$ cat src/hw/ext_bus_pkg.sv
// Shared constants and types for the external memory bus pin control
// How it works
// RULE1 - Low access select forces every code fetch out to external memory.
// RULE2 - Select high and address on-chip: keep fetch address and data off the bus.
// RULE3 - On-chip program area is 4K bytes; fetches above it go external.
// RULE4 - Program and data address spaces are each 64 KB.
// RULE5 - Store strobe pulls code bytes onto port 0 for fetches and table reads.
// RULE6 - Internal program reads emit no store strobe pulse.
// RULE7 - Latch strobe lets outside logic capture the low address byte.
// RULE8 - Port 0 carries low address, then data, on the same eight lines.
// RULE9 - Port 2 outputs the upper address byte during external accesses.
// RULE10 - Reset takes effect only after reset pin high two machine cycles, oscillator running.
// RULE11 - P3.6 is the write strobe and P3.7 the read strobe for data cycles.
// RULE12 - P3.2, P3.3 feed external interrupts; P3.4, P3.5 feed timer count inputs.
// RULE13 - Port 1 pins 0 to 7 feed port 1 interrupt inputs two to nine.
// RULE14 - Latch and store strobe pins can serve as port 4 bits 5 and 6.
// RULE15 - Port 4 is bit-addressable; pins 0 to 3 exist only on larger packages.
// RULE16 - Port 0 weak pull-ups switch on only by software setting.
// RULE17 - Pins P3.4 to P3.7 each selectable as high-sink outputs.
// RULE18 - Idle mode stops the core clock, peripheral clocks keep running.
// RULE19 - Power-down mode halts the crystal oscillator.
// RULE20 - Fully static: clock may stop anywhere without corrupting state.
// RULE21 - Alternate enable bits turn latch pin into P4.5, store pin into P4.6.
// RULE22 - Latch strobe pulses until latch alternate or pulse-off bit is set.
// RULE23 - Reset clears all port option bits, restoring standard pin functions.
// RULE24 - Low address valid on port 0 before latch strobe falls, held just after.
package ext_bus_pkg;
  localparam int ADDR_W = 16;
  localparam logic [16:0] ONCHIP_ROM_BYTES = 17'h01000;
  localparam int MACHINE_CYCLE_CLKS = 12;
  localparam int RESET_HOLD_MCYCLES = 2;
  localparam int RESET_HOLD_CLKS = RESET_HOLD_MCYCLES * MACHINE_CYCLE_CLKS;
  localparam int PHASE_CLKS = 2;
  localparam int ALE_PULSE_CLKS = 2;
  localparam logic [3:0] MCYC_LAST = 4'(MACHINE_CYCLE_CLKS - 1);
  localparam logic [1:0] PHASE_LAST = 2'(PHASE_CLKS - 1);
  localparam logic [3:0] ALE_PULSE_END = 4'(ALE_PULSE_CLKS);
  localparam int WR_PIN = 6;
  localparam int RD_PIN = 7;
  localparam int EXT_IRQ_ZERO_PIN = 2;
  localparam int EXT_IRQ_ONE_PIN = 3;
  localparam int T0_PIN = 4;
  localparam int T1_PIN = 5;
  localparam int HS_LO_PIN = 4;
  localparam int LATCH_P4_BIT = 5;
  localparam int STORE_P4_BIT = 6;
  localparam logic [7:0] OPT_RESET = 8'h00;
  localparam logic [6:0] P4_RESET = 7'h7F;
  localparam logic [7:0] PORT_RESET = 8'hFF;
  typedef enum logic [1:0] {
    KIND_FETCH,
    KIND_CODE_READ,
    KIND_DATA_RD,
    KIND_DATA_WR
  } req_kind_t;
  typedef enum {
    BS_IDLE,
    BS_ADDR,
    BS_HOLD,
    BS_STROBE,
    BS_FINISH
  } bus_state_t;
endpackage

$ cat src/hw/reset_link_if.sv
// Reset qualification link between pin control and its reset qualifier
`timescale 1ns/1ns
`default_nettype none
interface reset_link_if;
  logic core_rst;
  logic osc_run;
  modport qual (output core_rst, input osc_run);
  modport user (input core_rst, output osc_run);
endinterface
`default_nettype wire

$ cat src/hw/ext_bus_ctrl.sv
// External memory bus, strobe pins, port alternates and clock gating
`timescale 1ns/1ns
`default_nettype none
module ext_bus_ctrl #(
  parameter bit LARGE_PKG = 1'b1 // Package has P4.0 to P4.3 pins
) (
  input wire logic clk_i, // Oscillator clock, 10 MHz
  input wire logic rst_b_i, // Async power-on reset, active low
  input wire logic reset_pin_i, // Reset pin, active high
  input wire logic ext_access_select_i, // Access select pin, high allows on-chip code
  input wire logic req_valid_i, // Core memory request
  input wire logic [1:0] req_kind_i, // Request kind, req_kind_t
  input wire logic [15:0] req_addr_i, // Request address
  input wire logic [7:0] req_wdata_i, // Write data
  input wire logic [7:0] rom_data_i, // On-chip program memory byte
  output logic req_ready_o, // Request accepted when valid
  output logic rsp_valid_o, // Read data or write done pulse
  output logic [7:0] rsp_data_o, // Read data
  output logic rsp_internal_o, // Answer came from on-chip memory
  output logic core_rst_o, // Qualified core reset
  input wire logic port0_weak_pullup_en_i, // Option: port 0 pull-ups
  input wire logic [3:0] high_sink_select_i, // Option: P3.4 to P3.7 high sink
  input wire logic latch_pin_alt_enable_i, // Option: latch pin as P4.5
  input wire logic store_pin_alt_enable_i, // Option: store pin as P4.6
  input wire logic latch_pulse_off_i, // Option: no idle latch pulses
  input wire logic opt_wr_i, // Load the option inputs
  input wire logic [7:0] p0_out_i, // Port 0 latch
  input wire logic [7:0] p1_out_i, // Port 1 latch
  input wire logic [7:0] p2_out_i, // Port 2 latch
  input wire logic [7:0] p3_out_i, // Port 3 latch
  input wire logic p4_bit_wr_i, // Port 4 single bit write
  input wire logic [2:0] p4_bit_sel_i, // Port 4 bit number
  input wire logic p4_bit_val_i, // Port 4 bit value
  input wire logic idle_req_i, // Enter idle mode
  input wire logic power_down_req_i, // Enter power-down mode
  input wire logic wake_i, // Interrupt wake-up
  input wire logic [7:0] p0_i, // Port 0 pins in
  output logic [7:0] p0_o, // Port 0 pins out
  output logic [7:0] p0_oe_o, // Port 0 drive enable
  output logic p0_pullup_o, // Port 0 weak pull-ups on
  input wire logic [7:0] p1_i, // Port 1 pins in
  output logic [7:0] p1_o, // Port 1 pins out
  output logic [7:0] p1_oe_o, // Port 1 drive enable
  output logic [7:0] p2_o, // Port 2 pins out
  output logic [7:0] p2_oe_o, // Port 2 drive enable
  input wire logic [7:0] p3_i, // Port 3 pins in
  output logic [7:0] p3_o, // Port 3 pins out
  output logic [7:0] p3_oe_o, // Port 3 drive enable
  output logic [3:0] p3_high_sink_o, // High sink on P3.4 to P3.7
  input wire logic [3:0] p4_i, // Port 4 pins 0 to 3 in
  output logic [3:0] p4_o, // Port 4 pins 0 to 3 out
  output logic [3:0] p4_oe_o, // Port 4 pins 0 to 3 enable
  input wire logic ale_i, // Latch strobe pin in
  output logic ale_o, // Latch strobe pin out
  output logic ale_oe_o, // Latch strobe pin enable
  input wire logic prog_store_strobe_i, // Store strobe pin in
  output logic prog_store_strobe_b_o, // Store strobe pin out, low active
  output logic prog_store_strobe_oe_o, // Store strobe pin enable
  output logic [6:0] p4_in_o, // Port 4 pin levels, synced
  output logic [7:0] port1_irq_inputs_o, // Port 1 interrupt inputs two to nine
  output logic ext_irq_zero_o, // External interrupt zero input
  output logic ext_irq_one_o, // External interrupt one input
  output logic timer_zero_count_in_o, // Timer zero count input
  output logic timer_one_count_in_o, // Timer one count input
  output logic core_clk_en_o, // Core clock gate enable
  output logic periph_clk_en_o, // Peripheral clock gate enable
  output logic osc_en_o // Crystal oscillator enable
);
  reset_link_if rlink ();
  reset_qualify reset_qualify_inst (
    .clk_i(clk_i),
    .rst_b_i(rst_b_i),
    .reset_pin_i(reset_pin_i),
    .link(rlink.qual)
  );

  function automatic logic is_code(input logic [1:0] k);
    return k == ext_bus_pkg::KIND_FETCH || k == ext_bus_pkg::KIND_CODE_READ;
  endfunction

  logic core_rst;
  logic [31:0] sync1_r;
  logic [31:0] sync2_r;
  logic ea_s;
  logic [7:0] p0_s;
  logic [7:0] p1_s;
  logic [7:0] p3_s;
  logic [3:0] p4lo_s;
  logic ale_s;
  logic prog_store_strobe_s;
  logic [7:0] opt_r;
  logic [6:0] p4_r;
  logic idle_r;
  logic pd_r;
  ext_bus_pkg::bus_state_t st_r;
  logic [1:0] ph_r;
  logic [3:0] mcyc_r;
  logic [15:0] addr_r;
  logic [7:0] wdata_r;
  logic [1:0] kind_r;
  logic int_hit;
  logic accept;
  logic ale_nxt;
  logic prog_store_strobe_nxt;
  logic [7:0] p0_nxt;
  logic [7:0] p0_oe_nxt;
  logic [7:0] p2_nxt;
  logic [7:0] p2_oe_nxt;
  logic [7:0] p3_nxt;
  logic [7:0] p3_oe_nxt;
  logic bus_nxt;
  logic bus_r;

  assign core_rst = rlink.core_rst;
  assign core_rst_o = core_rst;
  assign rlink.osc_run = !pd_r;

  // Pin synchronisers, second stage only is read
  always_ff @(posedge clk_i or negedge rst_b_i) begin
    if (!rst_b_i) begin
      sync1_r <= 32'hFFFFFFFF;
      sync2_r <= 32'hFFFFFFFF;
    end else begin
      sync1_r <= {ext_access_select_i, ale_i, prog_store_strobe_i, p4_i, p3_i, p1_i, p0_i, 1'b1};
      sync2_r <= sync1_r;
    end
  end
  assign {ea_s, ale_s, prog_store_strobe_s, p4lo_s, p3_s, p1_s, p0_s} = sync2_r[31:1];

  // Option bits, cleared by either reset
  always_ff @(posedge clk_i or negedge rst_b_i) begin
    if (!rst_b_i) begin
      opt_r <= ext_bus_pkg::OPT_RESET;
    end else if (core_rst) begin
      opt_r <= ext_bus_pkg::OPT_RESET; // RULE23
    end else if (opt_wr_i) begin
      opt_r <= {store_pin_alt_enable_i, latch_pin_alt_enable_i, latch_pulse_off_i,
                high_sink_select_i, port0_weak_pullup_en_i};
    end
  end

  // Port 4 latch, written one bit at a time
  always_ff @(posedge clk_i or negedge rst_b_i) begin
    if (!rst_b_i) begin
      p4_r <= ext_bus_pkg::P4_RESET;
    end else if (core_rst) begin
      p4_r <= ext_bus_pkg::P4_RESET;
    end else if (p4_bit_wr_i && p4_bit_sel_i != 3'h7) begin
      p4_r[p4_bit_sel_i] <= p4_bit_val_i; // RULE15
    end
  end

  // Power modes; registers simply hold if the clock stops
  always_ff @(posedge clk_i or negedge rst_b_i) begin // RULE20
    if (!rst_b_i) begin
      idle_r <= 1'b0;
      pd_r <= 1'b0;
    end else if (core_rst || wake_i) begin
      idle_r <= 1'b0;
      pd_r <= 1'b0;
    end else begin
      if (idle_req_i) begin
        idle_r <= 1'b1;
      end
      if (power_down_req_i) begin
        pd_r <= 1'b1;
      end
    end
  end
  assign core_clk_en_o = !idle_r && !pd_r; // RULE18
  assign periph_clk_en_o = !pd_r;
  assign osc_en_o = !pd_r; // RULE19

  // Code below 4K with select high stays on chip; all else goes out
  assign int_hit = ea_s && is_code(req_kind_i)
                   && {1'b0, req_addr_i} < ext_bus_pkg::ONCHIP_ROM_BYTES; // RULE1 RULE3
  assign req_ready_o = st_r == ext_bus_pkg::BS_IDLE && !core_rst && !idle_r && !pd_r;
  assign accept = req_valid_i && req_ready_o;

  // Bus cycle sequencer: address, hold past latch fall, strobe, finish
  always_ff @(posedge clk_i or negedge rst_b_i) begin
    if (!rst_b_i) begin
      st_r <= ext_bus_pkg::BS_IDLE;
      ph_r <= 2'h0;
      addr_r <= 16'h0000;
      wdata_r <= 8'h00;
      kind_r <= 2'h0;
    end else if (core_rst) begin
      st_r <= ext_bus_pkg::BS_IDLE;
      ph_r <= 2'h0;
    end else if (st_r == ext_bus_pkg::BS_IDLE) begin
      ph_r <= 2'h0;
      if (accept && !int_hit) begin
        st_r <= ext_bus_pkg::BS_ADDR; // RULE2
        addr_r <= req_addr_i; // RULE4
        wdata_r <= req_wdata_i;
        kind_r <= req_kind_i;
      end
    end else if (ph_r != ext_bus_pkg::PHASE_LAST) begin
      ph_r <= ph_r + 2'h1;
    end else begin
      ph_r <= 2'h0;
      case (st_r)
        ext_bus_pkg::BS_ADDR: st_r <= ext_bus_pkg::BS_HOLD;
        ext_bus_pkg::BS_HOLD: st_r <= ext_bus_pkg::BS_STROBE;
        ext_bus_pkg::BS_STROBE: st_r <= ext_bus_pkg::BS_FINISH;
        default: st_r <= ext_bus_pkg::BS_IDLE;
      endcase
    end
  end

  // Free machine-cycle counter paces idle latch pulses
  always_ff @(posedge clk_i or negedge rst_b_i) begin
    if (!rst_b_i) begin
      mcyc_r <= 4'h0;
    end else if (mcyc_r == ext_bus_pkg::MCYC_LAST) begin
      mcyc_r <= 4'h0;
    end else begin
      mcyc_r <= mcyc_r + 4'h1;
    end
  end

  // Answers: internal next cycle, external once strobe data has passed the synchroniser
  always_ff @(posedge clk_i or negedge rst_b_i) begin
    if (!rst_b_i) begin
      rsp_valid_o <= 1'b0;
      rsp_data_o <= 8'h00;
      rsp_internal_o <= 1'b0;
    end else begin
      rsp_valid_o <= 1'b0;
      if (accept && int_hit) begin
        rsp_valid_o <= 1'b1;
        rsp_data_o <= rom_data_i;
        rsp_internal_o <= 1'b1;
      end else if (st_r == ext_bus_pkg::BS_FINISH && ph_r == ext_bus_pkg::PHASE_LAST) begin
        rsp_valid_o <= 1'b1;
        rsp_data_o <= kind_r == ext_bus_pkg::KIND_DATA_WR ? wdata_r : p0_s;
        rsp_internal_o <= 1'b0;
      end
    end
  end

  // Next pin levels
  always_comb begin
    bus_nxt = st_r != ext_bus_pkg::BS_IDLE && !core_rst;
    ale_nxt = !opt_r[5] && mcyc_r < ext_bus_pkg::ALE_PULSE_END; // RULE22
    prog_store_strobe_nxt = 1'b1;
    p0_nxt = 8'h00;
    p0_oe_nxt = ~p0_out_i;
    p2_nxt = p2_out_i;
    p2_oe_nxt = ~p2_out_i;
    p3_nxt = 8'h00;
    p3_oe_nxt = ~p3_out_i;
    if (bus_nxt) begin
      ale_nxt = st_r == ext_bus_pkg::BS_ADDR; // RULE7
      p2_nxt = addr_r[15:8]; // RULE9
      p2_oe_nxt = 8'hFF;
      case (st_r)
        ext_bus_pkg::BS_ADDR, ext_bus_pkg::BS_HOLD: begin
          p0_nxt = addr_r[7:0]; // RULE8 RULE24
          p0_oe_nxt = 8'hFF;
        end
        ext_bus_pkg::BS_STROBE: begin
          if (is_code(kind_r)) begin
            prog_store_strobe_nxt = 1'b0; // RULE5
            p0_oe_nxt = 8'h00;
          end else if (kind_r == ext_bus_pkg::KIND_DATA_WR) begin
            p0_nxt = wdata_r; // RULE8
            p0_oe_nxt = 8'hFF;
            p3_oe_nxt[ext_bus_pkg::WR_PIN] = 1'b1; // RULE11
          end else begin
            p0_oe_nxt = 8'h00;
            p3_oe_nxt[ext_bus_pkg::RD_PIN] = 1'b1; // RULE11
          end
        end
        default: begin
          p0_oe_nxt = 8'h00;
        end
      endcase
    end
    if (!bus_nxt) begin
      p3_oe_nxt[ext_bus_pkg::WR_PIN] = !p3_out_i[ext_bus_pkg::WR_PIN];
      p3_oe_nxt[ext_bus_pkg::RD_PIN] = !p3_out_i[ext_bus_pkg::RD_PIN];
    end
  end

  // Registered pin drive
  always_ff @(posedge clk_i or negedge rst_b_i) begin
    if (!rst_b_i) begin
      bus_r <= 1'b0;
      ale_o <= 1'b0;
      ale_oe_o <= 1'b0;
      prog_store_strobe_b_o <= 1'b1;
      prog_store_strobe_oe_o <= 1'b0;
      p0_o <= 8'h00;
      p0_oe_o <= 8'h00;
      p2_o <= ext_bus_pkg::PORT_RESET;
      p2_oe_o <= 8'h00;
      p3_o <= 8'h00;
      p3_oe_o <= 8'h00;
    end else begin
      bus_r <= bus_nxt;
      ale_o <= opt_r[6] ? p4_r[ext_bus_pkg::LATCH_P4_BIT] : ale_nxt; // RULE14 RULE21
      ale_oe_o <= opt_r[6] ? !p4_r[ext_bus_pkg::LATCH_P4_BIT] : 1'b1;
      prog_store_strobe_b_o <= opt_r[7] ? p4_r[ext_bus_pkg::STORE_P4_BIT] : prog_store_strobe_nxt; // RULE6
      prog_store_strobe_oe_o <= opt_r[7] ? !p4_r[ext_bus_pkg::STORE_P4_BIT] : 1'b1; // RULE14 RULE21
      p0_o <= p0_nxt;
      p0_oe_o <= p0_oe_nxt;
      p2_o <= p2_nxt;
      p2_oe_o <= p2_oe_nxt;
      p3_o <= p3_nxt;
      p3_oe_o <= p3_oe_nxt;
    end
  end

  assign p0_pullup_o = opt_r[0]; // RULE16
  assign p3_high_sink_o = opt_r[4:1]; // RULE17
  assign p1_o = 8'h00;
  assign p1_oe_o = ~p1_out_i;
  assign p4_o = 4'h0;
  assign p4_oe_o = LARGE_PKG ? ~p4_r[3:0] : 4'h0; // RULE15
  assign p4_in_o = {prog_store_strobe_s, ale_s, 1'b1, p4lo_s};
  assign port1_irq_inputs_o = p1_s; // RULE13
  assign ext_irq_zero_o = p3_s[ext_bus_pkg::EXT_IRQ_ZERO_PIN]; // RULE12
  assign ext_irq_one_o = p3_s[ext_bus_pkg::EXT_IRQ_ONE_PIN];
  assign timer_zero_count_in_o = p3_s[ext_bus_pkg::T0_PIN];
  assign timer_one_count_in_o = p3_s[ext_bus_pkg::T1_PIN];

  a_onchip_stays_off: assert property (@(posedge clk_i) disable iff (!rst_b_i) // RULE2
    accept && int_hit |=> st_r == ext_bus_pkg::BS_IDLE ##1 prog_store_strobe_b_o || opt_r[7])
    else $error("on-chip fetch went to the external bus");
  a_select_low_ext: assert property (@(posedge clk_i) disable iff (!rst_b_i) // RULE1
    accept && !ea_s |=> st_r == ext_bus_pkg::BS_ADDR)
    else $error("fetch with select low stayed on chip");
  a_store_code_only: assert property (@(posedge clk_i) disable iff (!rst_b_i) // RULE6
    !prog_store_strobe_b_o && !opt_r[7] && !$past(opt_r[7])
      |-> $past(st_r == ext_bus_pkg::BS_STROBE && is_code(kind_r)))
    else $error("store strobe outside an external code read");
  a_store_in_fetch: assert property (@(posedge clk_i) disable iff (!rst_b_i || core_rst) // RULE5
    st_r == ext_bus_pkg::BS_STROBE && is_code(kind_r) && !opt_r[7] |=> !prog_store_strobe_b_o)
    else $error("no store strobe during external code read");
  a_addr_at_latch_fall: assert property (@(posedge clk_i) disable iff (!rst_b_i) // RULE24
    $fell(ale_o) && bus_r && !opt_r[6] |-> p0_oe_o == 8'hFF && $stable(p0_o)
      ##1 p0_oe_o == 8'hFF && $stable(p0_o))
    else $error("low address not held around latch fall");
  a_high_addr_out: assert property (@(posedge clk_i) disable iff (!rst_b_i) // RULE9
    bus_r |-> p2_o == addr_r[15:8] && p2_oe_o == 8'hFF)
    else $error("port 2 not carrying upper address");
  a_write_strobe: assert property (@(posedge clk_i) disable iff (!rst_b_i || core_rst) // RULE11
    st_r == ext_bus_pkg::BS_STROBE && kind_r == ext_bus_pkg::KIND_DATA_WR
      |=> p3_oe_o[ext_bus_pkg::WR_PIN] && !p3_o[ext_bus_pkg::WR_PIN] && p0_o == wdata_r)
    else $error("write strobe or data missing");
  a_latch_alt_pin: assert property (@(posedge clk_i) disable iff (!rst_b_i) // RULE21
    $past(opt_r[6]) |-> ale_o == $past(p4_r[ext_bus_pkg::LATCH_P4_BIT]))
    else $error("latch pin not following port 4 bit 5");
  a_latch_off_quiet: assert property (@(posedge clk_i) disable iff (!rst_b_i) // RULE22
    $past(opt_r[5] && !opt_r[6]) && !bus_r |-> !ale_o)
    else $error("latch pulse while disabled");
  a_opts_cleared: assert property (@(posedge clk_i) disable iff (!rst_b_i) // RULE23
    core_rst |=> opt_r == ext_bus_pkg::OPT_RESET)
    else $error("option bits survive reset");
  a_idle_gates_core: assert property (@(posedge clk_i) disable iff (!rst_b_i) // RULE18
    idle_r |-> !core_clk_en_o && periph_clk_en_o == !pd_r)
    else $error("idle mode clock gating wrong");
endmodule
`default_nettype wire

$ cat src/hw/reset_qualify.sv
// Reset pin qualifier: reset only after a long enough high level
`timescale 1ns/1ns
`default_nettype none
module reset_qualify (
  input wire logic clk_i, // Oscillator clock
  input wire logic rst_b_i, // Async power-on reset, active low
  input wire logic reset_pin_i, // Raw reset pin, active high
  reset_link_if.qual link // Qualified reset out, oscillator state in
);
  logic pin_meta_r;
  logic pin_sync_r;
  logic [5:0] hold_cnt_r;
  logic core_rst_r;

  always_ff @(posedge clk_i or negedge rst_b_i) begin
    if (!rst_b_i) begin
      pin_meta_r <= 1'b0;
      pin_sync_r <= 1'b0;
    end else begin
      pin_meta_r <= reset_pin_i;
      pin_sync_r <= pin_meta_r;
    end
  end

  // Count consecutive high clocks only while the oscillator runs
  always_ff @(posedge clk_i or negedge rst_b_i) begin
    if (!rst_b_i) begin
      hold_cnt_r <= 6'h00;
      core_rst_r <= 1'b0;
    end else if (!pin_sync_r) begin
      hold_cnt_r <= 6'h00;
      core_rst_r <= 1'b0;
    end else if (link.osc_run) begin
      if (hold_cnt_r == 6'(ext_bus_pkg::RESET_HOLD_CLKS - 1)) begin
        core_rst_r <= 1'b1; // RULE10
      end else begin
        hold_cnt_r <= hold_cnt_r + 6'h01;
      end
    end
  end

  assign link.core_rst = core_rst_r;

  a_reset_needs_hold: assert property (@(posedge clk_i) disable iff (!rst_b_i) // RULE10
    $rose(core_rst_r) |-> hold_cnt_r == 6'(ext_bus_pkg::RESET_HOLD_CLKS - 1) && $past(pin_sync_r))
    else $error("core reset rose without full hold time");
  a_reset_drops: assert property (@(posedge clk_i) disable iff (!rst_b_i) // RULE10
    !pin_sync_r |=> !core_rst_r)
    else $error("core reset held after pin released");
endmodule
`default_nettype wire

$ cat config.mk
export PLATFORM = sky130hd
export DESIGN_NAME = ext_bus_ctrl
export DESIGN_NICKNAME = d
export VERILOG_FILES = /design/src/hw/ext_bus_pkg.sv /design/src/hw/reset_link_if.sv /design/src/hw/ext_bus_ctrl.sv /design/src/hw/reset_qualify.sv
export SDC_FILE = /design/constraint.sdc
export NUM_CORES = 1
export LEC_CHECK = 0
export CAP_MARGIN = 20
export CORE_MARGIN = 2
export CORE_UTILIZATION = 45
export DETAILED_ROUTE_END_ITERATION = 7
export DONT_BUFFER_PORTS = 1
export GPL_ROUTABILITY_DRIVEN = 0
export PLACE_DENSITY = 0.61
export SYNTH_ARGS = -nofsm -noshare
export SYNTH_HDL_FRONTEND = slang
export SYNTH_SLANG_ARGS = --single-unit
export TNS_END_PERCENT = 50
$ cat constraint.sdc
create_clock -name clk_i -period 4.3 [get_ports clk_i]
set_input_delay 0.43 -clock clk_i [delete_from_list [all_inputs] [get_ports clk_i]]
set_output_delay 0.43 -clock clk_i [all_outputs]
set_load 0.02 [all_outputs]
; Word-level counts from Yosys, hierarchy flattened
; Index checks and enable logic that the tools add are counted.
[word_totals]
register_bits = 206
out_inout_bits = 115
[classes]
n_reduce_logical = 40
add_sub_neg = 3
order_cmp = 4
n_bitwise = 6
n_eq_ne = 18
muxes = 56
[op_table]
columns = operator, count
row1 = 32-bit two-way mux, 4
row2 = 8-bit two-way mux, 13
row3 = 32-bit by 2-bit == test with 1-bit output (second input constant), 3
row4 = 32-bit by 1-bit == test with 1-bit output (second input constant), 1
row5 = 32-bit by 4-bit == test with 1-bit output (second input constant), 1
row6 = 32-bit logical NOT, 1
row7 = 8-bit inverter, 4
row8 = 8-bit case mux with 2 select lines, 2
row9 = 32-bit nonzero test, 1
row10 = 1-bit two-way mux, 22
row11 = 6-bit two-way mux, 3
row12 = 16-bit by 13-bit < comparator with 1-bit output (second input constant), 1
row13 = 1-bit logical AND, 14
row14 = 7-bit two-way mux, 2
row15 = 2-bit two-way mux, 6
row16 = 2-bit nonzero test, 5
row17 = 1-bit logical NOT, 9
row18 = 3-bit case mux with 3 select lines, 1
row19 = 7-bit bitwise mux, 1
row20 = 6-bit by 1-bit adder with 6-bit output (second input constant), 1
row21 = 2-bit by 1-bit == test with 1-bit output (second input constant), 3
row22 = 6-bit by 5-bit == test with 1-bit output (second input constant), 1
row23 = 2-bit inequality test (second input constant), 3
row24 = 2-bit AND reduction, 3
row25 = 19 further kinds, 22

; Logic depth before layout (Yosys ltp)
; Gate-level depths: netlist of run 1.
[depth]
word_depth = 9
depth_mapped = 6
mapped_depth_nobuf = 5

; Modules after synthesis
; Synthesis of run 1 repeated with hierarchy kept, for this count alone.
[hier_totals]
hier_cells = 483
hier_area_um2 = 6341.1
[by_module_without_submodules]
columns = mod, instances, cells_each, area_per_inst_um2, seq_area_each_um2
row1 = ext_bus_ctrl, 1, 440, 5860.6, 4065.1
row2 = reset_qualify, 1, 43, 480.5, 225.2

; Worst setup path before layout of run 1
; OpenSTA, ideal clock, no wires.
[synth_path]
path_kind = in2reg
start = in req_kind_i[1]
end = reg rsp_data_o[0]
required_ns = 4.174
cell_stages = 5
arrival_ns = 2.094
setup_slack_ns = 2.080
path_buffers = 1
cell_sequence = or4b_2 > nor4_4 > nor2b_1 > buf_6 > a221o_1
[synth_via]
elab_chain_cells = 6
[synth_rtl]
columns = element, line
row1 = "start, declared", ext_bus_ctrl.sv:12  ; input wire logic [1:0] req_kind_i,
row2 = 2-bit by 1-bit == test with 1-bit output / 2-bit logical NOT (equally long branches), ext_bus_ctrl.sv:78  ; return k == ext_bus_pkg::KIND_FETCH || k == ext_bus_pkg::KIND_CODE_READ;
row3 = 1-bit logical OR (*), ext_bus_ctrl.sv:78
row4 = 1-bit logical AND (*), ext_bus_ctrl.sv:175  ; assign int_hit = ea_s && is_code(req_kind_i)
row5 = 1-bit logical AND (*), ext_bus_ctrl.sv:176  ; && {1'b0, req_addr_i} < ext_bus_pkg::ONCHIP_ROM_BYTES;
row6 = 1-bit logical AND (*), ext_bus_ctrl.sv:231  ; if (accept && int_hit) begin
row7 = 8-bit two-way mux / 2-bit nonzero test (equally long branches), n/a
row8 = "end signal, assigned", ext_bus_ctrl.sv:233  ; rsp_data_o <= rom_data_i;
row9 = "end signal, assigned", ext_bus_ctrl.sv:237  ; rsp_data_o <= kind_r == ext_bus_pkg::KIND_DATA_WR ? wdata_r : p0_s;
row10 = "end, declared", ext_bus_ctrl.sv:18  ; output logic [7:0] rsp_data_o,
; Mark *: on every way between the ends. The rest lies on a longest branch, timed or not.
; A chain may end at the register's enable or synchronous reset.

; Final worst setup path of run 1
[layout_path]
start = reg st_r[0]
end = reg wdata_r[1]
[layout_via]
elab_chain_cells = 7
[layout_rtl]
columns = element, line
row1 = "start, declared", ext_bus_ctrl.sv:95  ; ext_bus_pkg::bus_state_t st_r;
row2 = "start signal, assigned", ext_bus_ctrl.sv:183  ; st_r <= ext_bus_pkg::BS_IDLE;
row3 = "start signal, assigned", ext_bus_ctrl.sv:189  ; st_r <= ext_bus_pkg::BS_IDLE;
row4 = "start signal, assigned", ext_bus_ctrl.sv:194  ; st_r <= ext_bus_pkg::BS_ADDR;
row5 = 32-bit logical NOT (*), "ext_bus_ctrl.sv:177, ext_bus_ctrl.sv:191"
row6 = 1-bit logical AND (3 in series), ext_bus_ctrl.sv:177  ; assign req_ready_o = st_r == ext_bus_pkg::BS_IDLE && !core_rst && !idle_r && !pd_r;
row7 = 1-bit logical AND, ext_bus_ctrl.sv:178  ; assign accept = req_valid_i && req_ready_o;
row8 = 1-bit logical AND, ext_bus_ctrl.sv:193  ; if (accept && !int_hit) begin
row9 = 3-bit AND reduction (no line) (*), n/a
row10 = "end signal, assigned", ext_bus_ctrl.sv:196  ; wdata_r <= req_wdata_i;
row11 = "end, declared", ext_bus_ctrl.sv:99  ; logic [7:0] wdata_r;
; Marked as above.

==> results.cfg, run 1 <==
[power_and_ir_drop]
switching_share = 0.3212
intPower_mw = 3.311
power.total_mw = 4.878
power_density_nw_per_um2 = 689.3
vdd_drop_max_mv = 0.2518
power.leakage_nw = 3.136
p_clk_frac = 0.325
comb_power_share = 0.154
sequentialPowerShare = 0.521
p_sw_mw = 1.567

[flow_run]
drv_cap = 0

[grt]
grt_pass1_wl_microns = 18440
antenna_found_initial = 0
overflow = 0
grt_pass1_vias = 3430
grt_start_max_net_pins = 169
track_usage = 0.1676

[die]
dieArea_sq_um = 14760
floorplan.initialDensity = 0.4654
core_sq_um = 13350
placementRows = 42
die-height_microns = 121.5
ios = 233
die_x_microns = 121.5

[detailed_routing]
routed_via_density = 5.119
wl_per_cell_microns = 17.85
vias = 3440
wl_microns = 11990
first_iter_violations = 185
drc = 0
ant_nets = 0
drt_first_pass_iters = 4

[timing]
final.setup.tns_ns = 0
setup_viol = 0
hold_violations = 0
whs_ns = 0.03022
worstMarginPinSlew_ns = 1.009
timing.fmax_mhz = 365.7
final.period_utilization = 0.6360
rsz0062_at_grt = no
relSlewSlack = 0.3271
period_needed_ns = 2.735
slew_viol_final = 0
finalClockSkew_ns = 0.006704

[cts]
cts_setup_buffers = 0
cts.sinks = 168
clk_path_buf_depth = 2
htree_num_levels = 4
clkLatencyLatePin_ns = 0.42
holdBufCountCts = 28
tritoncts = yes
cts-root-buf = clkbuf_16
clk_pin_slew_ns = 0.06
cts_buffers = 17
cts_resized = 0

[synth]
netlist_area_sq_um = 6212
synth-async-reset-ratio = 1.000
yosysTopAreaCell = dfrtp_1
synth.top_cell.area_share = 0.3988
netlist_instances = 468
yosys-top-cells-area = dfrtp_1, dfstp_2, buf_4
synth_edf_count = 0
synth-seq-area-share = 0.6906
synth_seq_cells = 168
postSynthAreaPerCell_sq_um = 13.27
synth_cell_types = 48
ys_warn_count = 0
yosys_most_used_dff = dfrtp_1

[hold_path]
holdPathStages = 0
hold_path.startpoint = reset_pin_i
hold_path_class = input port to flop
min_to = reset_qualify_inst.pin_meta_r

[critical_path]
worst-setup-path-type = flop to flop
crit_fanout = 23
crit_chain = or4_4, nor2_1, o21a_1, mux2_2
cpMaxStageDelayCell = o21a_1
critPathCaptureType = flop
start_kind = flop
worstReg2RegStart = st_r[0]
critPathBufInv = 0
max_stage_delay_ns = 0.84
worstRegToRegCells = 4
worstReg2RegEnd = wdata_r[1]
critPathRequiredTime_ns = 4.60
cp_top_family = simple AND/OR/NAND/NOR gates
r2r_slack_ns = 1.57
crit_arrival_ns = 3.04

[placed_design]
port_buffers = 0
dp_hpwl_microns = 8221
placed_cell_area_sq_um = 6158

[final_layout]
drive_gt1_frac = 0.2823
mostFrequentLayoutCell = dfrtp_1
fin_area_sq_um = 7077
fillers = 1130
mostFrequentLayoutCells = dfrtp_1, dfstp_2, nand2_1
area_growth_syn_to_layout_pct = 13.92
layout.nets = 603
n_antenna_cell = 0

[status]
status = finished clean
-- stage by stage --
stage / std cells / util / setup slack (ns)
2_1_floorplan: 487 / - / 2.080
5_1_grt: 672 / 0.5302 / 1.397
3_3_place_gp: 612 / 0.4614 / 1.627
3_5_place_dp: 612 / 0.4614 / 1.546
4_1_cts: 672 / 0.5302 / 1.536
6_report: 672 / 0.5302 / 1.565
-- flip-flops by register name (all words and copies together), names as in the netlist, 2 cells and up --
signal                         flops
wdata_r                            8
p2_o                               8
p3_oe_o                            8
ph_r                               2
sync1_r                           27
addr_r                            16
p2_oe_o                            8
rsp_data_o                         8
p4_r                               6
sync2_r                           27
st_r                               3
p0_o                               8
mcyc_r                             4
reset_qualify_inst.hold_cnt_r      6
kind_r                             2
p0_oe_o                            8
opt_r                              8
-- layer usage --
| layer | global-route usage | vias up | part of all wire |
|---|---|---|---|
| li1 | - | 1546 | - |
| met1 | 0.2192 | 1701 | 0.42 |
| met2 | 0.2504 | 171 | 0.47 |
| met3 | 0.05733 | 22 | 0.083 |
| met4 | 0.08118 | 0 | 0.022 |
| met5 | 0 | - | 0 |
-- power groups by stage --
stage	Sequential [mW]	Clock (mW)	Combinational, mW
final	2.54	1.58	0.751
after global routing	2.60	1.69	0.853
after CTS	2.55	1.63	0.768
after detailed placement	2.58	0	0.710
after global placement	2.56	0	0.689
after floorplan	2.42	0	0.663
-- area by class of cell --
class | instances | area [sq um] | share of cell area
Timing Repair Buffer | 32 | 327.8 | 0.04632
Clock inverter | 14 | 181.4 | 0.02564
Tap cell | 176 | 220.2 | 0.03112
Inverter | 22 | 82.58 | 0.01167
Sequential cell | 168 | 4290 | 0.6063
Clock buffer | 18 | 439.2 | 0.06206
Multi-Input combinational cell | 242 | 1535 | 0.2169
-- logic make-up after synthesis --
group / synth area share
fa+ha+maj: 0.004028
xor+xnor: 0.005641
simple gates: 0.09809
compound gates: 0.06345
buf+inv: 0.07371
flops: 0.6906
other cells: 0.001209
mux: 0.06324
-- how the worst max path moves through the flow --
stage	startpoint	end	slack [ns]	cells past startpoint
6_report	st_r[0]	wdata_r[1]	1.57	4
5_1_grt	st_r[0]	addr_r[10]	1.40	4
4_1_cts	st_r[0]	wdata_r[1]	1.54	4
3_5_place_dp	st_r[0]	wdata_r[1]	1.55	4
3_3_place_gp	st_r[0]	addr_r[5]	1.63	4
2_1_floorplan	req_kind_i[1]	rsp_data_o[0]	2.08	5
-- synthesized netlist by cell type (4+ instances only) --
cell / n
mux2_2: 26
clkbuf_1: 9
dfrtp_1: 99
nand2_1: 49
a21oi_1: 12
a221o_1: 8
nand3_1: 12
dfstp_2: 69
mux2i_1: 10
nor3_1: 6
inv_1: 22
nor2_1: 26
o211ai_1: 4
buf_4: 40
a22o_1: 9
o21ai_0: 14
nor2b_1: 7
Power figures use the tool's default switching activity.
==> run 2: changes to the inputs <==
==> constraint.sdc (replaced) <==
create_clock -name clk_i -period 2.75 [get_ports clk_i]
set_input_delay 0.275 -clock clk_i [delete_from_list [all_inputs] [get_ports clk_i]]
set_output_delay 0.275 -clock clk_i [all_outputs]
set_load 0.02 [all_outputs]
==> results.cfg, run 2 (synthesized netlist as in run 1, its figures left out) <==
[status]
violations = hold timing
status = finished with violations

[detailed_routing]
drc = 0
wl_microns = 12440
ant_nets = 0
wl_per_cell_microns = 17.02
first_iter_violations = 191
vias = 3648
drt_first_pass_iters = 5
routed_via_density = 4.990

[critical_path]
worst-setup-path-type = flop to flop
crit_fanout = 23
critPathRequiredTime_ns = 3.05
crit_arrival_ns = 2.54
worstRegToRegCells = 5
critPathCaptureType = flop
worstReg2RegEnd = wdata_r[7]
r2r_slack_ns = 0.51
start_kind = flop
worstReg2RegStart = st_r[0]

[die]
ios = 233
die_x_microns = 121.5
floorplan.initialDensity = 0.4654
core_sq_um = 13350
die-height_microns = 121.5
placementRows = 42
dieArea_sq_um = 14760

[cts]
clk_pin_slew_ns = 0.07
cts_setup_buffers = 0
cts_resized = 0
tritoncts = yes
clk_path_buf_depth = 2
clkLatencyLatePin_ns = 0.42
cts-root-buf = clkbuf_16
cts_buffers = 17
cts.sinks = 168
htree_num_levels = 4

[power_and_ir_drop]
power.leakage_nw = 3.365
power_density_nw_per_um2 = 989.1
power.total_mw = 7.526
vdd_drop_max_mv = 0.4004

[final_layout]
postLayoutCoreUtil = 0.5700
fin_area_sq_um = 7609
n_antenna_cell = 0
drive_gt1_frac = 0.2559
layout.nets = 662
area_growth_syn_to_layout_pct = 22.48
instances_no_fill = 731
reg_top3 = sync1_r x27, sync2_r x27, addr_r x16
mostFrequentLayoutCell = dfrtp_1
mostFrequentLayoutCells = dfrtp_1, dlygate4sd3_1, dfstp_2

[timing]
setup_viol = 0
slew_viol_final = 0
period_needed_ns = 2.243
rsz0062_at_grt = no
setup_ws_ns = 0.5066
timing.fmax_mhz = 445.8
final.setup.tns_ns = 0
relSlewSlack = 0.3367
final.period_utilization = 0.8158
whs_ns = -0.4512
worstMarginPinSlew_ns = 0.9912
hold_violations = 168
finalClockSkew_ns = 0.007273

[grt]
grt_start_max_net_pins = 169
overflow = 0
antenna_found_initial = 0
grt_pass1_wl_microns = 19440
grt_pass1_vias = 3739
track_usage = 0.1745

[placed_design]
dp_hpwl_microns = 8186
pre_cts_ws_ns = 0.5195
placed_cell_area_sq_um = 6181
port_buffers = 0
place_inst = 615

[flow_run]
drv_cap = 0

[hold_path]
hold_path_class = input port to asynchronous set/reset pin
==> run 2: changes by cell type in the layout (fill, tap and decap cells not counted) <==
cell / delta
dlygate4sd3_1: +57
inv_6: -4
inv_4: -1
buf_16: -1
clkinv_4: +2
buf_4: +3
bufinv_16: -1
clkinv_2: +4
==> run 2: per-layer routing <==
metal  global-route usage  share of wire  vias to the layer above
met1               0.2142           0.41                     1789
li1                     -              -                     1656
met4              0.07615          0.021                        0
met5                    0              0                        -
met3              0.05592          0.077                       21
met2               0.2830           0.49                      182
==> run 2: how the worst max path moves through the flow <==
| stage | endpoint | cells after the start | from |
|---|---|---|---|
| 6_report | wdata_r[7] | 5 | st_r[0] |
| 3_5_place_dp | addr_r[8] | 5 | st_r[0] |
| 5_1_grt | wdata_r[7] | 5 | st_r[0] |
| 3_3_place_gp | addr_r[5] | 5 | st_r[0] |
| 4_1_cts | wdata_r[7] | 5 | st_r[0] |
| 2_1_floorplan | rsp_data_o[0] | 5 | sync2_r[31] |
==> run 2: area by class of cell <==
type                            count  area, sq um
Fill cell                        1048         5739
Sequential cell                   168         4290
Multi-Input combinational cell    242         1535
Timing Repair Buffer               91        893.4
Clock buffer                       18        439.2
Tap cell                          176        220.2
Clock inverter                     14        147.6
Inverter                           22        82.58
==> run 2: what timing repair did <==
action | CTS | global route
hold buffers | 82 | 2
endpoints found under the hold margin | 264 | 170
setup endpoints to repair | 0 | 0
==> run 2: worst max-delay path: stages (launching register included) <==
cell and delay [ns]:
dfrtp_1 0.48, or4_4 0.62, nor2_1 0.19, o21a_1 0.14, buf_4 0.30, mux2_2 0.39
==> run 2: power by group <==
| part | switching, mW | internal, mW | leakage [nW] |
|---|---|---|---|
| sequential | 0.820 | 3.17 | 1.92 |
| combinational | 0.614 | 0.594 | 1.15 |
| clock | 0.965 | 1.37 | 0.295 |
| total | 2.40 | 5.13 | 3.37 |
==> run 3: changes to the inputs <==
--- a/config.mk
+++ b/config.mk
@@ -5,6 +5,7 @@
 export SDC_FILE = /design/constraint.sdc
 export NUM_CORES = 1
 export LEC_CHECK = 0
+export ABC_AREA = 1
 export CAP_MARGIN = 20
 export CORE_MARGIN = 2
 export CORE_UTILIZATION = 45
==> constraint.sdc (replaced) <==
create_clock -name clk_i -period 2.15 [get_ports clk_i]
set_input_delay 0.215 -clock clk_i [delete_from_list [all_inputs] [get_ports clk_i]]
set_output_delay 0.215 -clock clk_i [all_outputs]
set_load 0.02 [all_outputs]
==> results.cfg, run 3 <==
[final_layout]
fin_area_sq_um = 8054
mostFrequentLayoutCells = nand2_1, dlygate4sd3_1, dfrtp_1
layout.nets = 822
drive_gt1_frac = 0.1748
reg_top3 = sync1_r x27, sync2_r x27, addr_r x16
n_antenna_cell = 0
area_growth_syn_to_layout_pct = 26.76
mostFrequentLayoutCell = nand2_1

[synth]
synth-seq-area-share = 0.6753
synth_seq_cells = 168
synth_common_cells = nand2_1, dfrtp_1, inv_1
yosysTopAreaCell = dfrtp_1
postSynthAreaPerCell_sq_um = 10.61
netlist_area_sq_um = 6354
yosys_most_used_dff = dfrtp_1
netlist_instances = 599
yosysMostFrequentCell = nand2_1
synth-async-reset-ratio = 1.000
yosys-top-cells-area = dfrtp_1, dfstp_2, nand2_1
synth_edf_count = 0
ys_warn_count = 0
synth_cell_types = 32
synth.top_cell.area_share = 0.3899

[critical_path]
critPathBufInv = 1
crit_arrival_ns = 2.31
path_common_cell = nor2_4
crit_fanout = 11
critPathCaptureType = flop
max_stage_delay_ns = 0.43
cp_top_family = simple AND/OR/NAND/NOR gates
start_kind = flop
critPathRequiredTime_ns = 2.50
cpMaxStageDelayCell = dfrtp_1
crit_chain = nor2_4, nand3_2, nor2_4, nand3b_1, inv_2, nand2_1, nand3_1
worst-setup-path-type = flop to flop

[cts]
tritoncts = yes
clk_pin_slew_ns = 0.07
cts_resized = 0
cts-root-buf = clkbuf_16
holdBufCountCts = 111
cts.sinks = 168
cts_setup_buffers = 0
clk_path_buf_depth = 2
htree_num_levels = 4
clkLatencyLatePin_ns = 0.42
cts_buffers = 17

[detailed_routing]
wl_per_cell_microns = 14.98
vias = 4282
routed_via_density = 4.784
wl_microns = 13410
drt_first_pass_iters = 4
ant_nets = 0
drc = 0
first_iter_violations = 289

[placed_design]
placed_cell_area_sq_um = 6347
pre_cts_ws_ns = 0.2344
port_buffers = 0
dp_hpwl_microns = 8422

[status]
status = finished with violations
violations = hold timing

[die]
ios = 233
dieArea_sq_um = 15090
floorplan.initialDensity = 0.4595
placementRows = 43
die-height_microns = 122.8
core_sq_um = 13830
die_x_microns = 122.8

[grt]
track_usage = 0.1825
overflow = 0
grt_pass1_wl_microns = 20930
antenna_found_initial = 0
grt_start_max_net_pins = 169
grt_pass1_vias = 4306

[power_and_ir_drop]
vdd_drop_max_mv = 0.5316
power_density_nw_per_um2 = 1199
power.leakage_nw = 3.806

[timing]
hold_violations = 168
final.period_utilization = 0.9103
period_needed_ns = 1.957
slew_viol_final = 0
setup_ws_ns = 0.1929
timing.fmax_mhz = 510.9
final.setup.tns_ns = 0
setup_viol = 0
relSlewSlack = 0.6297
worstMarginPinSlew_ns = 0.5549
rsz0062_at_grt = no
whs_ns = -0.5057
finalClockSkew_ns = 0.008929

[hold_path]
hold_path_class = input port to asynchronous set/reset pin

[flow_run]
drv_cap = 0
## run 3: changes by cell type after synthesis, sizes merged, moves of 4 or more
cell / delta
nor2b: -7
nand3: +27
clkbuf: -5
a22o: -9
nand4: +4
inv: +60
nor2: -5
o21ai: +46
a21oi: -7
mux2: -26
a221o: -8
mux2i: -10
nand2: +96
## run 3: path summary, 6_finish.rpt
check | cells after the start | end | slack, ns | startpoint
setup / recovery | 7 | rsp_data_o[5] | 0.19 | st_r[0]
min in group clk_i | 3 | p4_r[6] | 0.02 | p4_bit_sel_i[1]
max in group asynchronous | 0 | sync2_r[31] | 2.30 | rst_b_i
hold reg to reg | 0 | reset_qualify_inst.pin_sync_r | 0.35 | reset_qualify_inst.pin_meta_r
hold / removal | 0 | opt_r[1] | -0.51 | rst_b_i
setup reg to reg | 7 | rsp_data_o[5] | 0.19 | st_r[0]
## run 3: area by class of cell
cell class	count	area [sq um]
Tap cell	180	225.2
Clock inverter	14	156.4
Multi-Input combinational cell	314	1455
Clock buffer	18	439.2
Timing Repair Buffer	118	1176
Inverter	83	311.5
Sequential cell	168	4290
Fill cell	1094	5773
## run 3: worst register-to-register path: stages (launching register included)
cell      delay [ns]
dfrtp_1         0.43
nor2_4          0.15
nand3_2         0.11
nor2_4          0.29
nand3b_1        0.43
inv_2           0.29
nand2_1         0.10
nand3_1         0.10
## run 3: cells by family (layout without fill, tap and decap cells)
group                      after synthesis  count (layout)  synth area share
and+or+nand+nor                        218             218            0.1465
DFF                                    168             168            0.6753
buffers and inverters                  136             233            0.1069
AOI/OAI and AO/OA                       72              72           0.06479
adders and majority gates                2               2          0.003938
other                                    2              21          0.001182
xor gates and xnor gates                 1               1          0.001379
## run 3: metrics by stage
stage	total power [mW]	hold WS (ns)	cells	util
after floorplan	6.090	-0.08059	618	-
after global placement	6.423	-0.07685	752	0.4591
after detailed placement	6.514	-0.07641	752	0.4591
after CTS	9.744	-0.5267	895	0.5825
after global routing	10.24	-0.5419	895	0.5825
final	9.660	-0.5057	895	0.5825
## run 3: report_power, final
| group | leakage [nW] | switching [mW] | total (mW) | internal (mW) |
|---|---|---|---|---|
| clock network | 0.291 | 1.27 | 3.03 | 1.77 |
| logic | 1.59 | 1.07 | 1.70 | 0.628 |
| registers | 1.92 | 0.907 | 4.92 | 4.02 |
| total | 3.81 | 3.25 | 9.66 | 6.41 |
## run 3: layer usage
metal  global-route usage  up-vias  wire (microns)
li1                     -     2010               -
met1               0.2238     2069            5549
met2               0.2963      181            6611
met3              0.05576       22             984
met4              0.08190        0             261
met5                    0        -               0
